--- config.mk ---
export PLATFORM = sky130hd
export DESIGN_NAME = gpc_top
export DESIGN_NICKNAME = d
export VERILOG_FILES = /design/src/design/gpc_pkg.sv /design/src/design/gpc_sync.sv /design/src/design/gpc_top.sv
export SDC_FILE = /design/constraint.sdc
export NUM_CORES = 2
export LEC_CHECK = 0
export BUFFER_PORTS_ARGS = -buffer_cell sky130_fd_sc_hd__buf_2
export CORE_ASPECT_RATIO = 0.6
export CORE_MARGIN = 5
export CORE_UTILIZATION = 50
export DETAILED_ROUTE_END_ITERATION = 7
export GPL_TIMING_DRIVEN = 0
export PLACE_DENSITY = 0.73
export RECOVER_POWER = 50
export SYNTH_ARGS = -nofsm -noshare
export SYNTH_HDL_FRONTEND = slang
export SYNTH_HIERARCHICAL = 1
export SYNTH_SLANG_ARGS = --single-unit
export TNS_END_PERCENT = 30
--- constraint.sdc ---
create_clock -name REF_CLK -period 17.2 [get_ports REF_CLK]
set_input_delay 0.86 -clock REF_CLK [delete_from_list [all_inputs] [get_ports REF_CLK]]
set_output_delay 0.86 -clock REF_CLK [all_outputs]
set_load 0.1 [all_outputs]
--- src/design/gpc_pkg.sv ---
// Shared constants and carrier types for the general-purpose pin controller.
// Assumes one pad group of 32 pins per controller instance.
package gpc_pkg;

    localparam int          PINS          = 32;
    localparam int          SAMPLE_GROUPS = 4;
    localparam logic [4:0]  GROUP_ID      = 5'h00;
    localparam logic [11:0] GROUP_STRIDE  = 12'h080;

    // Register offsets inside one group's window.
    localparam logic [6:0] OFF_DIR      = 7'h00;
    localparam logic [6:0] OFF_DIR_CLR  = 7'h04;
    localparam logic [6:0] OFF_DIR_SET  = 7'h08;
    localparam logic [6:0] OFF_DIR_FLIP = 7'h0c;
    localparam logic [6:0] OFF_OUT      = 7'h10;
    localparam logic [6:0] OFF_OUT_CLR  = 7'h14;
    localparam logic [6:0] OFF_OUT_SET  = 7'h18;
    localparam logic [6:0] OFF_OUT_FLIP = 7'h1c;
    localparam logic [6:0] OFF_IN       = 7'h20;
    localparam logic [6:0] OFF_CTRL     = 7'h24;
    localparam logic [6:0] OFF_FSEL     = 7'h30;
    localparam logic [6:0] OFF_FSEL_END = 7'h3c;
    localparam logic [6:0] OFF_PCFG     = 7'h40;
    localparam logic [6:0] OFF_PCFG_END = 7'h5c;

    // Field positions.
    localparam int BIT_ROUTE_ON = 0;
    localparam int BIT_SENSE_ON = 1;
    localparam int BIT_PULL_ON  = 2;
    localparam int LSB_EVEN_FN  = 0;
    localparam int LSB_ODD_FN   = 4;

    // Reset values.
    localparam logic [31:0] DIR_RST      = 32'h0000_0000;
    localparam logic [3:0]  CTRL_RST     = 4'h0;
    localparam logic [31:0] DBG_PIN_MASK = 32'h0000_0000;

    localparam logic [3:0] ANALOG_FUNC = 4'h1;

    // On-demand input reads clock the synchronisers for this many cycles.
    localparam logic [1:0] SYNC_CYCLES = 2'h2;

    typedef enum logic [1:0] {
        OP_WRITE,
        OP_CLR,
        OP_SET,
        OP_FLIP
    } gpc_op_t;

    typedef enum {
        PB_IDLE,
        PB_SYNC,
        PB_ANSWER
    } gpc_pb_state_t;

    typedef struct packed {
        logic        pull_on;
        logic        sense_buffer_on;
        logic        periph_route_on;
    } gpc_cfg_t;

    typedef struct packed {
        logic        req;
        logic        we;
        logic [11:0] addr;
        logic [3:0]  be;
        logic [31:0] wdata;
    } gpc_req_t;

    typedef struct packed {
        logic        ack;
        logic        err;
        logic [31:0] rdata;
    } gpc_rsp_t;

    typedef struct packed {
        logic [31:0] level;
        logic [31:0] oe_n;
        logic [31:0] sense_on;
        logic [31:0] pull_en;
        logic [31:0] pull_up;
    } gpc_pad_t;

    typedef struct packed {
        logic [31:0] level;
        logic [31:0] drive;
    } gpc_pf_t;

    typedef struct packed {
        logic [31:0]        dir;
        logic [31:0]        out;
        logic [3:0]         ctrl;
        gpc_cfg_t [31:0]    cfg;
        logic [15:0][7:0]   fsel;
        gpc_pb_state_t      pb_state;
        logic [1:0]         pb_cnt;
        logic [6:0]         pb_off;
        gpc_rsp_t           lrsp;
        gpc_rsp_t           prsp;
        gpc_pad_t           pad;
        logic [31:0]        pf_in;
    } gpc_state_t;

endpackage : gpc_pkg

--- src/design/gpc_sync.sv ---
// Per-pin two-stage input synchroniser with a per-pin sampling enable.
// Assumes the enable is synchronous to the clock; disabled stages hold.
`timescale 1ns/1ps
module gpc_sync
    import gpc_pkg::*;
(
    input  wire logic              REF_CLK,
    input  wire logic              RST,
    input  wire logic [PINS-1:0]   EN,
    input  wire logic [PINS-1:0]   D,
    output logic      [PINS-1:0]   Q
);

    typedef struct packed {
        logic [PINS-1:0] meta;
        logic [PINS-1:0] sync;
    } gpc_sync_t;

    gpc_sync_t s_q;
    gpc_sync_t s_d;

    // The first stage feeds only the second stage, never any other logic.
    always_comb
    begin
        s_d = s_q;
        for (int i = 0; i < PINS; i++)
        begin
            if (EN[i])
            begin
                s_d.meta[i] = D[i];
                s_d.sync[i] = s_q.meta[i];
            end
        end
    end

    always_ff @(posedge REF_CLK or posedge RST)
    begin
        if (RST)
            s_q <= '0;
        else
            s_q <= s_d;
    end

    assign Q = s_q.sync;

endmodule : gpc_sync

--- src/design/gpc_top.sv ---
// General-purpose pin controller for one group of 32 pads, with a local port and a peripheral port.
// Assumes all inputs except the asynchronous RST are synchronous to REF_CLK and that the peripheral requester holds its
// request until the acknowledge pulse.
`timescale 1ns/1ps
// Overview of operation
// - Reset leaves every pad input-direction with sense buffer, driver and pull off.
// - Reset pad state is asynchronous, so it holds without a clock; debug pins differ.
// - Logic runs whenever its clock runs; no low-power freeze exists.
// - Local port wins collisions; peripheral access then waits one cycle.
// - Debug halt does not freeze any state.
// - Write guard blocks writes to all registers except from the debugger.
// - Analog function selection disables digital input, output and pull.
// - Local port answers every access next cycle, with 8/16/32-bit byte enables.
// - Local port reads/writes/sets/clears/flips direction and level; reads input.
// - Group register set sits at base plus group times 0x80.
// - Direction bit 1 means output, 0 means input.
// - Output pin drives high for level bit 1, low for 0.
// - Inputs are resynchronised; pins with sense buffer off are not sampled.
// - Sampled level is readable in input or output direction.
// - Peripheral routing replaces controller drive and sensing on the pad.
// - Direction set/clear aliases change only pins written 1.
// - Level set/clear/flip aliases change only bits written 1.
// - On-demand sampling clocks synchronisers only on a read; read waits two cycles.
// - Each continuous-sampling bit keeps eight pins' synchronisers clocked while their sense buffers are on.
// - Pin configuration byte lives at first configuration offset plus pin index.
// - Function selection byte per pin pair at first selection offset plus index/2.
// - Enabled pull follows level bit: up for 1, down for 0.
// - Output direction disables the pull.
module gpc_top
    import gpc_pkg::*;
(
    input  wire logic              REF_CLK,
    input  wire logic              RST,
    input  wire gpc_req_t          L_REQ,
    output gpc_rsp_t               L_RSP,
    input  wire gpc_req_t          P_REQ,
    input  wire logic              P_DEBUG,
    output gpc_rsp_t               P_RSP,
    input  wire logic              WRITE_GUARD_ON,
    input  wire logic [PINS-1:0]   PAD_IN,
    output gpc_pad_t               PAD,
    input  wire gpc_pf_t           PF,
    output logic      [PINS-1:0]   PF_IN
);

    gpc_state_t      s_q;
    gpc_state_t      s_d;
    logic [PINS-1:0] sync_en;
    logic [PINS-1:0] sync_q;
    logic            pb_demand;

    function automatic logic [31:0] lane_mask(input logic [3:0] be);
        return {{8{be[3]}}, {8{be[2]}}, {8{be[1]}}, {8{be[0]}}};
    endfunction : lane_mask

    function automatic logic [31:0] alias_op(input logic [31:0] old, input logic [31:0] w,
                                             input logic [3:0] be, input gpc_op_t op);
        logic [31:0] m;
        m = lane_mask(be);
        unique case (op)
            OP_WRITE: return (old & ~m) | (w & m);
            OP_CLR:   return old & ~(w & m);
            OP_SET:   return old | (w & m);
            OP_FLIP:  return old ^ (w & m);
        endcase
    endfunction : alias_op

    function automatic logic in_group(input logic [11:0] addr);
        return addr[11:7] == GROUP_ID;
    endfunction : in_group

    function automatic logic [3:0] pin_fsel(input logic [15:0][7:0] fsel, input int pin);
        logic [7:0] b;
        b = fsel[pin / 2];
        if (pin % 2 == 0)
            return b[LSB_EVEN_FN +: 4];
        else
            return b[LSB_ODD_FN +: 4];
    endfunction : pin_fsel

    function automatic logic [31:0] read_reg(input gpc_state_t s, input logic [6:0] off,
                                             input logic [31:0] in_val);
        logic [31:0] r;
        r = 32'h0000_0000;
        if (off == OFF_DIR || off == OFF_DIR_CLR || off == OFF_DIR_SET || off == OFF_DIR_FLIP)
            r = s.dir;
        else if (off == OFF_OUT || off == OFF_OUT_CLR || off == OFF_OUT_SET || off == OFF_OUT_FLIP)
            r = s.out;
        else if (off == OFF_IN)
            r = in_val;
        else if (off == OFF_CTRL)
            r = {28'h000_0000, s.ctrl};
        else if (off >= OFF_FSEL && off <= OFF_FSEL_END)
        begin
            for (int b = 0; b < 4; b++)
                r[8*b +: 8] = s.fsel[4 * int'(off[3:2]) + b];
        end
        else if (off >= OFF_PCFG && off <= OFF_PCFG_END)
        begin
            for (int b = 0; b < 4; b++)
                r[8*b +: 8] = {5'h00, s.cfg[4 * int'(off[4:2]) + b]};
        end
        return r;
    endfunction : read_reg

    function automatic logic known_off(input logic [6:0] off, input logic local_port);
        if (off[1:0] != 2'h0)
            return 1'b0;
        if (local_port)
            return off <= OFF_IN;
        return off <= OFF_CTRL || (off >= OFF_FSEL && off <= OFF_PCFG_END);
    endfunction : known_off

    function automatic gpc_state_t write_reg(input gpc_state_t s, input gpc_req_t r);
        gpc_state_t n;
        logic [6:0] off;
        n = s;
        off = r.addr[6:0];
        unique case (off)
            OFF_DIR:      n.dir = alias_op(s.dir, r.wdata, r.be, OP_WRITE);
            OFF_DIR_CLR:  n.dir = alias_op(s.dir, r.wdata, r.be, OP_CLR);
            OFF_DIR_SET:  n.dir = alias_op(s.dir, r.wdata, r.be, OP_SET);
            OFF_DIR_FLIP: n.dir = alias_op(s.dir, r.wdata, r.be, OP_FLIP);
            OFF_OUT:      n.out = alias_op(s.out, r.wdata, r.be, OP_WRITE);
            OFF_OUT_CLR:  n.out = alias_op(s.out, r.wdata, r.be, OP_CLR);
            OFF_OUT_SET:  n.out = alias_op(s.out, r.wdata, r.be, OP_SET);
            OFF_OUT_FLIP: n.out = alias_op(s.out, r.wdata, r.be, OP_FLIP);
            OFF_CTRL:
            begin
                if (r.be[0])
                    n.ctrl = r.wdata[3:0];
            end
            default:
            begin
                for (int b = 0; b < 4; b++)
                begin
                    if (r.be[b] && off >= OFF_FSEL && off <= OFF_FSEL_END)
                        n.fsel[4 * int'(off[3:2]) + b] = r.wdata[8*b +: 8];
                    if (r.be[b] && off >= OFF_PCFG && off <= OFF_PCFG_END)
                        n.cfg[4 * int'(off[4:2]) + b] = r.wdata[8*b +: 3];
                end
            end
        endcase
        return n;
    endfunction : write_reg

    // Sampling is on when the sense buffer is on and either the pin's eight-pin group samples
    // continuously or an on-demand read is in progress; this saves the toggling power otherwise.
    // An on-demand read already clocks the synchronisers on the edge that takes it, so the answer
    // comes two cycles later than any other peripheral read.
    always_comb
    begin
        pb_demand = s_q.pb_state == PB_IDLE && P_REQ.req && !L_REQ.req && !P_REQ.we &&
                    in_group(P_REQ.addr) && P_REQ.addr[6:0] == OFF_IN;
        for (int i = 0; i < PINS; i++)
        begin
            sync_en[i] = s_q.pad.sense_on[i] &&
                         (s_q.ctrl[i / 8] || pb_demand || s_q.pb_state == PB_SYNC);
        end
    end

    gpc_sync u_sync (
        .REF_CLK (REF_CLK),
        .RST     (RST),
        .EN      (sync_en),
        .D       (PAD_IN),
        .Q       (sync_q)
    );

    always_comb
    begin
        logic       l_ok;
        logic       p_ok;
        logic       p_take;
        logic [3:0] fn;
        logic       analog;
        l_ok   = 1'b0;
        p_ok   = 1'b0;
        p_take = 1'b0;
        fn     = 4'h0;
        analog = 1'b0;
        s_d = s_q;
        s_d.lrsp.ack = 1'b0;
        s_d.lrsp.err = 1'b0;
        s_d.prsp.ack = 1'b0;
        s_d.prsp.err = 1'b0;

        // The local port has no wait states, so it is served in the cycle it asks.
        if (L_REQ.req)
        begin
            l_ok = in_group(L_REQ.addr) && known_off(L_REQ.addr[6:0], 1'b1);
            s_d.lrsp.ack   = 1'b1;
            s_d.lrsp.rdata = l_ok ? read_reg(s_q, L_REQ.addr[6:0], sync_q) : 32'h0000_0000;
            if (L_REQ.we && l_ok && !WRITE_GUARD_ON)
                s_d = write_reg(s_d, L_REQ);
            s_d.lrsp.err = !l_ok || (L_REQ.we && WRITE_GUARD_ON);
        end

        unique case (s_q.pb_state)
            PB_IDLE:
            begin
                p_take = P_REQ.req && !L_REQ.req;
                if (p_take)
                begin
                    p_ok = in_group(P_REQ.addr) && known_off(P_REQ.addr[6:0], 1'b0);
                    s_d.pb_off = P_REQ.addr[6:0];
                    if (P_REQ.we || !p_ok || P_REQ.addr[6:0] != OFF_IN || s_q.ctrl == 4'hf)
                    begin
                        s_d.prsp.ack   = 1'b1;
                        s_d.prsp.rdata = p_ok && !P_REQ.we ?
                                         read_reg(s_q, P_REQ.addr[6:0], sync_q) : 32'h0000_0000;
                        s_d.prsp.err   = !p_ok || (P_REQ.we && WRITE_GUARD_ON && !P_DEBUG);
                        if (P_REQ.we && p_ok && (!WRITE_GUARD_ON || P_DEBUG))
                            s_d = write_reg(s_d, P_REQ);
                    end
                    else
                    begin
                        s_d.pb_state = PB_SYNC;
                        s_d.pb_cnt   = 2'h1;
                    end
                end
            end
            PB_SYNC:
            begin
                s_d.pb_cnt = s_q.pb_cnt + 2'h1;
                if (s_q.pb_cnt + 2'h1 == SYNC_CYCLES)
                    s_d.pb_state = PB_ANSWER;
            end
            PB_ANSWER:
            begin
                s_d.prsp.ack   = 1'b1;
                s_d.prsp.rdata = read_reg(s_q, s_q.pb_off, sync_q);
                s_d.pb_state   = PB_IDLE;
            end
        endcase

        // Pad controls are registered from the newly written configuration, so each pad
        // follows a register write one cycle after the access.
        for (int i = 0; i < PINS; i++)
        begin
            fn     = pin_fsel(s_d.fsel, i);
            analog = s_d.cfg[i].periph_route_on && fn == ANALOG_FUNC;
            if (analog)
            begin
                s_d.pad.oe_n[i]     = 1'b1;
                s_d.pad.level[i]    = 1'b0;
                s_d.pad.sense_on[i] = 1'b0;
                s_d.pad.pull_en[i]  = 1'b0;
                s_d.pad.pull_up[i]  = 1'b0;
            end
            else if (s_d.cfg[i].periph_route_on)
            begin
                s_d.pad.oe_n[i]     = ~PF.drive[i];
                s_d.pad.level[i]    = PF.level[i];
                s_d.pad.sense_on[i] = s_d.cfg[i].sense_buffer_on;
                s_d.pad.pull_en[i]  = s_d.cfg[i].pull_on && !PF.drive[i];
                s_d.pad.pull_up[i]  = s_d.out[i];
            end
            else
            begin
                s_d.pad.oe_n[i]     = ~s_d.dir[i];
                s_d.pad.level[i]    = s_d.out[i];
                s_d.pad.sense_on[i] = s_d.cfg[i].sense_buffer_on;
                s_d.pad.pull_en[i]  = s_d.cfg[i].pull_on && !s_d.dir[i];
                s_d.pad.pull_up[i]  = s_d.out[i];
            end
            s_d.pf_in[i] = s_d.cfg[i].periph_route_on && !analog && PAD_IN[i];
        end
    end

    // Reset is asynchronous so the pads sit in the safe state before any clock edge.
    // Nothing here is gated by sleep or debug halt: state only moves with REF_CLK.
    always_ff @(posedge REF_CLK or posedge RST)
    begin
        if (RST)
        begin
            s_q          <= '0;
            s_q.dir      <= DIR_RST;
            s_q.out      <= DBG_PIN_MASK;
            s_q.ctrl     <= CTRL_RST;
            s_q.pb_state <= PB_IDLE;
            s_q.pad.oe_n <= 32'hffff_ffff;
            s_q.pad.sense_on <= DBG_PIN_MASK;
            s_q.pad.pull_en  <= DBG_PIN_MASK;
            s_q.pad.pull_up  <= DBG_PIN_MASK;
            for (int i = 0; i < PINS; i++)
            begin
                s_q.cfg[i].sense_buffer_on <= DBG_PIN_MASK[i];
                s_q.cfg[i].pull_on         <= DBG_PIN_MASK[i];
            end
        end
        else
        begin
            s_q <= s_d;
        end
    end

    assign L_RSP = s_q.lrsp;
    assign P_RSP = s_q.prsp;
    assign PAD   = s_q.pad;
    assign PF_IN = s_q.pf_in;

endmodule : gpc_top

==> impl_metrics.ini <==
[hold_path]
hold_path.class = input port to register

[pwr]
p_int_mw = 2.57
p_switching_mw = 1.60
leakage_nw = 20.9
p_per_area_nw_per_um2 = 91.5
pwr-share-clk_pct = 34.9
seqPwrFrac_pct = 37.2
ir_worst_vdd_mv = 0.0862
swShare_pct = 38.4
combPwrFrac_pct = 27.8
finalPower_mw = 4.17

[synthesis]
netlist_area_um2 = 39700
ys_seq_area_share_pct = 39.6
netlist_top_cells_area = dfrtp_1 37%, mux4_2 9.5%, mux2_2 8.2%
syn_inst = 3692
syn_area_per_cell_um2 = 10.8
yosys.area.top_type = dfrtp_1
synth.net_count = 4025
yosys.area.top_type_share_pct = 37.5
synth-async-reset-ratio_pct = 100
synth_edf_count = 0
synth_cell_types = 68
yosysWarnings = 6
synth_flop_cell = dfrtp_1
ys_ff_latch = 627

[floorplan]
io_pins = 460
coreArea_um2 = 79100
dieArea_um2 = 85400
fp.dieH_um = 228
initial_utilization_pct = 50.2
fp.dieW_um = 374
std_cell_rows = 80

[drt]
antenna_left = 0
first_iter_violations = 6697
vias = 37383
wl_per_cell_um = 39.5
viasPerCell = 6.98
drt_wl_total_um = 212000
firstDrtPassIters = 8
drc_errors = 24

[timing]
fmax_ghz = 0.109
tightestPinTransition_ns = 6.42
rsz0062_at_grt = false
final-setup-viol-count = 0
setup_tns_ns = 0
finalHoldViolCount = 0
finalClockSkew_ns = 0.0337
fin_crit_sh_pct = 53.5
slew_headroom_pct = -328
fin_crit_ns = 9.21
finalMaxSlewViolations = 530

[critical_path]
crit_type = input port to async pin
cp.required_ns = 16.42
r2r-start = s_q[269]
r2r-end = PAD[14]
arrival_ns = 8.43
crit_fanout = 114
worst_setup_path_end_kind = async pin
r2r_slack_ns = 11.79
cp-startpoint = RST
reg2reg_depth = 11
cp-start-kind = input port
endpoint = PF_IN[15]

[layout]
area_delta_synth_final_pct = 14.7
fill_cells = 6804
final_area_um2 = 45500
nets = 4551
multi_input_area_um2 = 20400
drive_gt1_share_pct = 31.1
regArea_um2 = 15700

[clock_tree]
clk_path_buf_depth = 3
cts_buffers = 60
cts.sinks = 627
clk_pin_slew_worst_paths_ns = 0.07
postCtsResizedCells = 0
ctsHoldBuffers = 0
h-tree-depth = 2
postCtsSetupRepairBufs = 0
clk_latency_ns = 0.70
cts_tree = built
root_buffer = clkbuf_16

[place]
port_buffers = 445
dp_hpwl_um = 166000
gp_congestion = 1.10
postPlaceCellArea_um2 = 43600

[global_routing]
grt_max_degree = 132
grt_pass1_wl_um = 284000
grt_pass1_vias = 34775
grt_overflow = 0
antenna_found_initial = 23
globalRouteTotalUtil_pct = 47.8

[run]
drv_cap = 24

[outcome]
status = complete, but fails checks
failed_checks = design-rule violations, max-capacitance violations, max-slew violations
==> worst max-delay path, stage by stage <==
cell	delay (ns)
clkbuf_1	0.11
clkinvlp_2	2.59
clkbuf_1	4.54
==> logic make-up after synthesis <==
logic type / Yosys count / synth area share [%]
adders and majority gates: 133 / 4.19
muxes: 574 / 20.6
buffers and inverters: 656 / 9.10
AOI/OAI and AO/OA: 897 / 15.2
and+or+nand+nor: 804 / 11.2
xor gates and xnor gates: 1 / 0.0221
DFF: 627 / 39.6
==> cell type report <==
class                      instances  share of cell area (%)
inverter                         134                    1.11
buffer                           522                    6.85
antenna                           20                   0.110
timing repair buffer             464                    5.11
clock inverter                    28                   0.945
sequential                       627                    34.5
clock buffer                      84                    3.60
tap                             1066                    2.93
multi-input combinational       2409                    44.8
==> layer usage <==
layer / vias to the layer above / track usage (%) / share of wire [%]
met5: - / 0.888 / 0.27
li1: 14548 / - / -
met1: 18674 / 65.1 / 39
met4: 30 / 17.8 / 4.9
met3: 657 / 32.7 / 20
met2: 3474 / 58.3 / 36
==> cells in the final DEF, fill, tap and decap left out, types with 34 or more instances in the layout <==
master,instances
buf_2,352
nor2_1,240
and2_1,38
nor4_2,34
mux2_2,290
nor2b_1,48
a22oi_1,141
o21ai_0,134
ha_1,133
nand2_1,219
mux2i_1,117
o22ai_1,37
o2bb2ai_1,77
nor4b_1,40
dfrtp_1,595
a221oi_1,40
buf_4,297
clkbuf_1,308
mux4_2,167
inv_1,116
clkbuf_16,60
nand2b_1,55
a21oi_1,253
==> metrics by stage <==
step | util [%] | setup slack [ns] | hold WS, ns | instances
floorplan | - | 0.647 | 0.449 | 3692
global placement | 54.7 | -6.23 | 0.483 | 5203
detailed placement | 55.1 | 11.48 | 0.480 | 5217
finish | 57.6 | 7.99 | 0.321 | 5354
CTS | 57.8 | 12.17 | 0.276 | 5329
global route | 57.5 | 6.30 | 0.323 | 5335
==> worst min path at each step <==
| stage | start | end | slack, ns | cells past startpoint |
|---|---|---|---|---|
| finish | PF[4] | PAD[100] | 0.32 | 2 |
| global route | PF[27] | PAD[123] | 0.32 | 2 |
| CTS | RST | u_sync/Q[16] | 0.28 | 2 |
| detailed placement | s_q[269] | P_RSP[33] | 0.48 | 1 |
| global placement | u_sync/s_q[59] | u_sync/Q[27] | 0.48 | 1 |
| floorplan | s_q[269] | P_RSP[33] | 0.45 | 1 |
==> state kept, by name, summed over array words and instances, names as in the netlist <==
name,cells
u_sync/Q,32
u_sync/s_q,32
P_RSP,34
L_RSP,34
PAD,160
s_q,303
PF_IN,32
==> Yosys cell counts (10+ instances only) <==
cell,count
inv_1,118
mux4_2,167
o31ai_1,17
o2111ai_1,11
nand2b_1,55
a211oi_1,15
nor4b_1,41
nand2_1,219
inv_2,11
mux2_2,290
o211ai_1,21
o32ai_1,19
clkbuf_1,159
a21oi_1,253
nand3_1,32
ha_1,133
mux2i_1,117
o22ai_1,37
a22o_1,32
or4_1,18
a222oi_1,11
a22oi_1,141
a2bb2oi_1,17
and2_1,38
and3_1,13
nor3_1,12
buf_2,35
nor4_2,35
o21ai_0,134
a32o_1,10
nor4_4,17
nor2b_1,48
dfrtp_1,595
buf_1,32
nor2_1,244
a21boi_0,23
o2bb2ai_1,77
buf_4,293
dfstp_2,32
a221oi_1,40
a21boi_1,15
==> power groups by stage <==
stage / sequential (mW) / combinational [mW] / clock (mW)
floorplan: 1.56 / 0.647 / 0
global placement: 1.58 / 1.07 / 0
detailed placement: 1.58 / 1.09 / 0
CTS: 1.55 / 1.09 / 1.45
global route: 1.55 / 1.16 / 1.51
finish: 1.55 / 1.16 / 1.46
(Power assumes the default switching activity.)
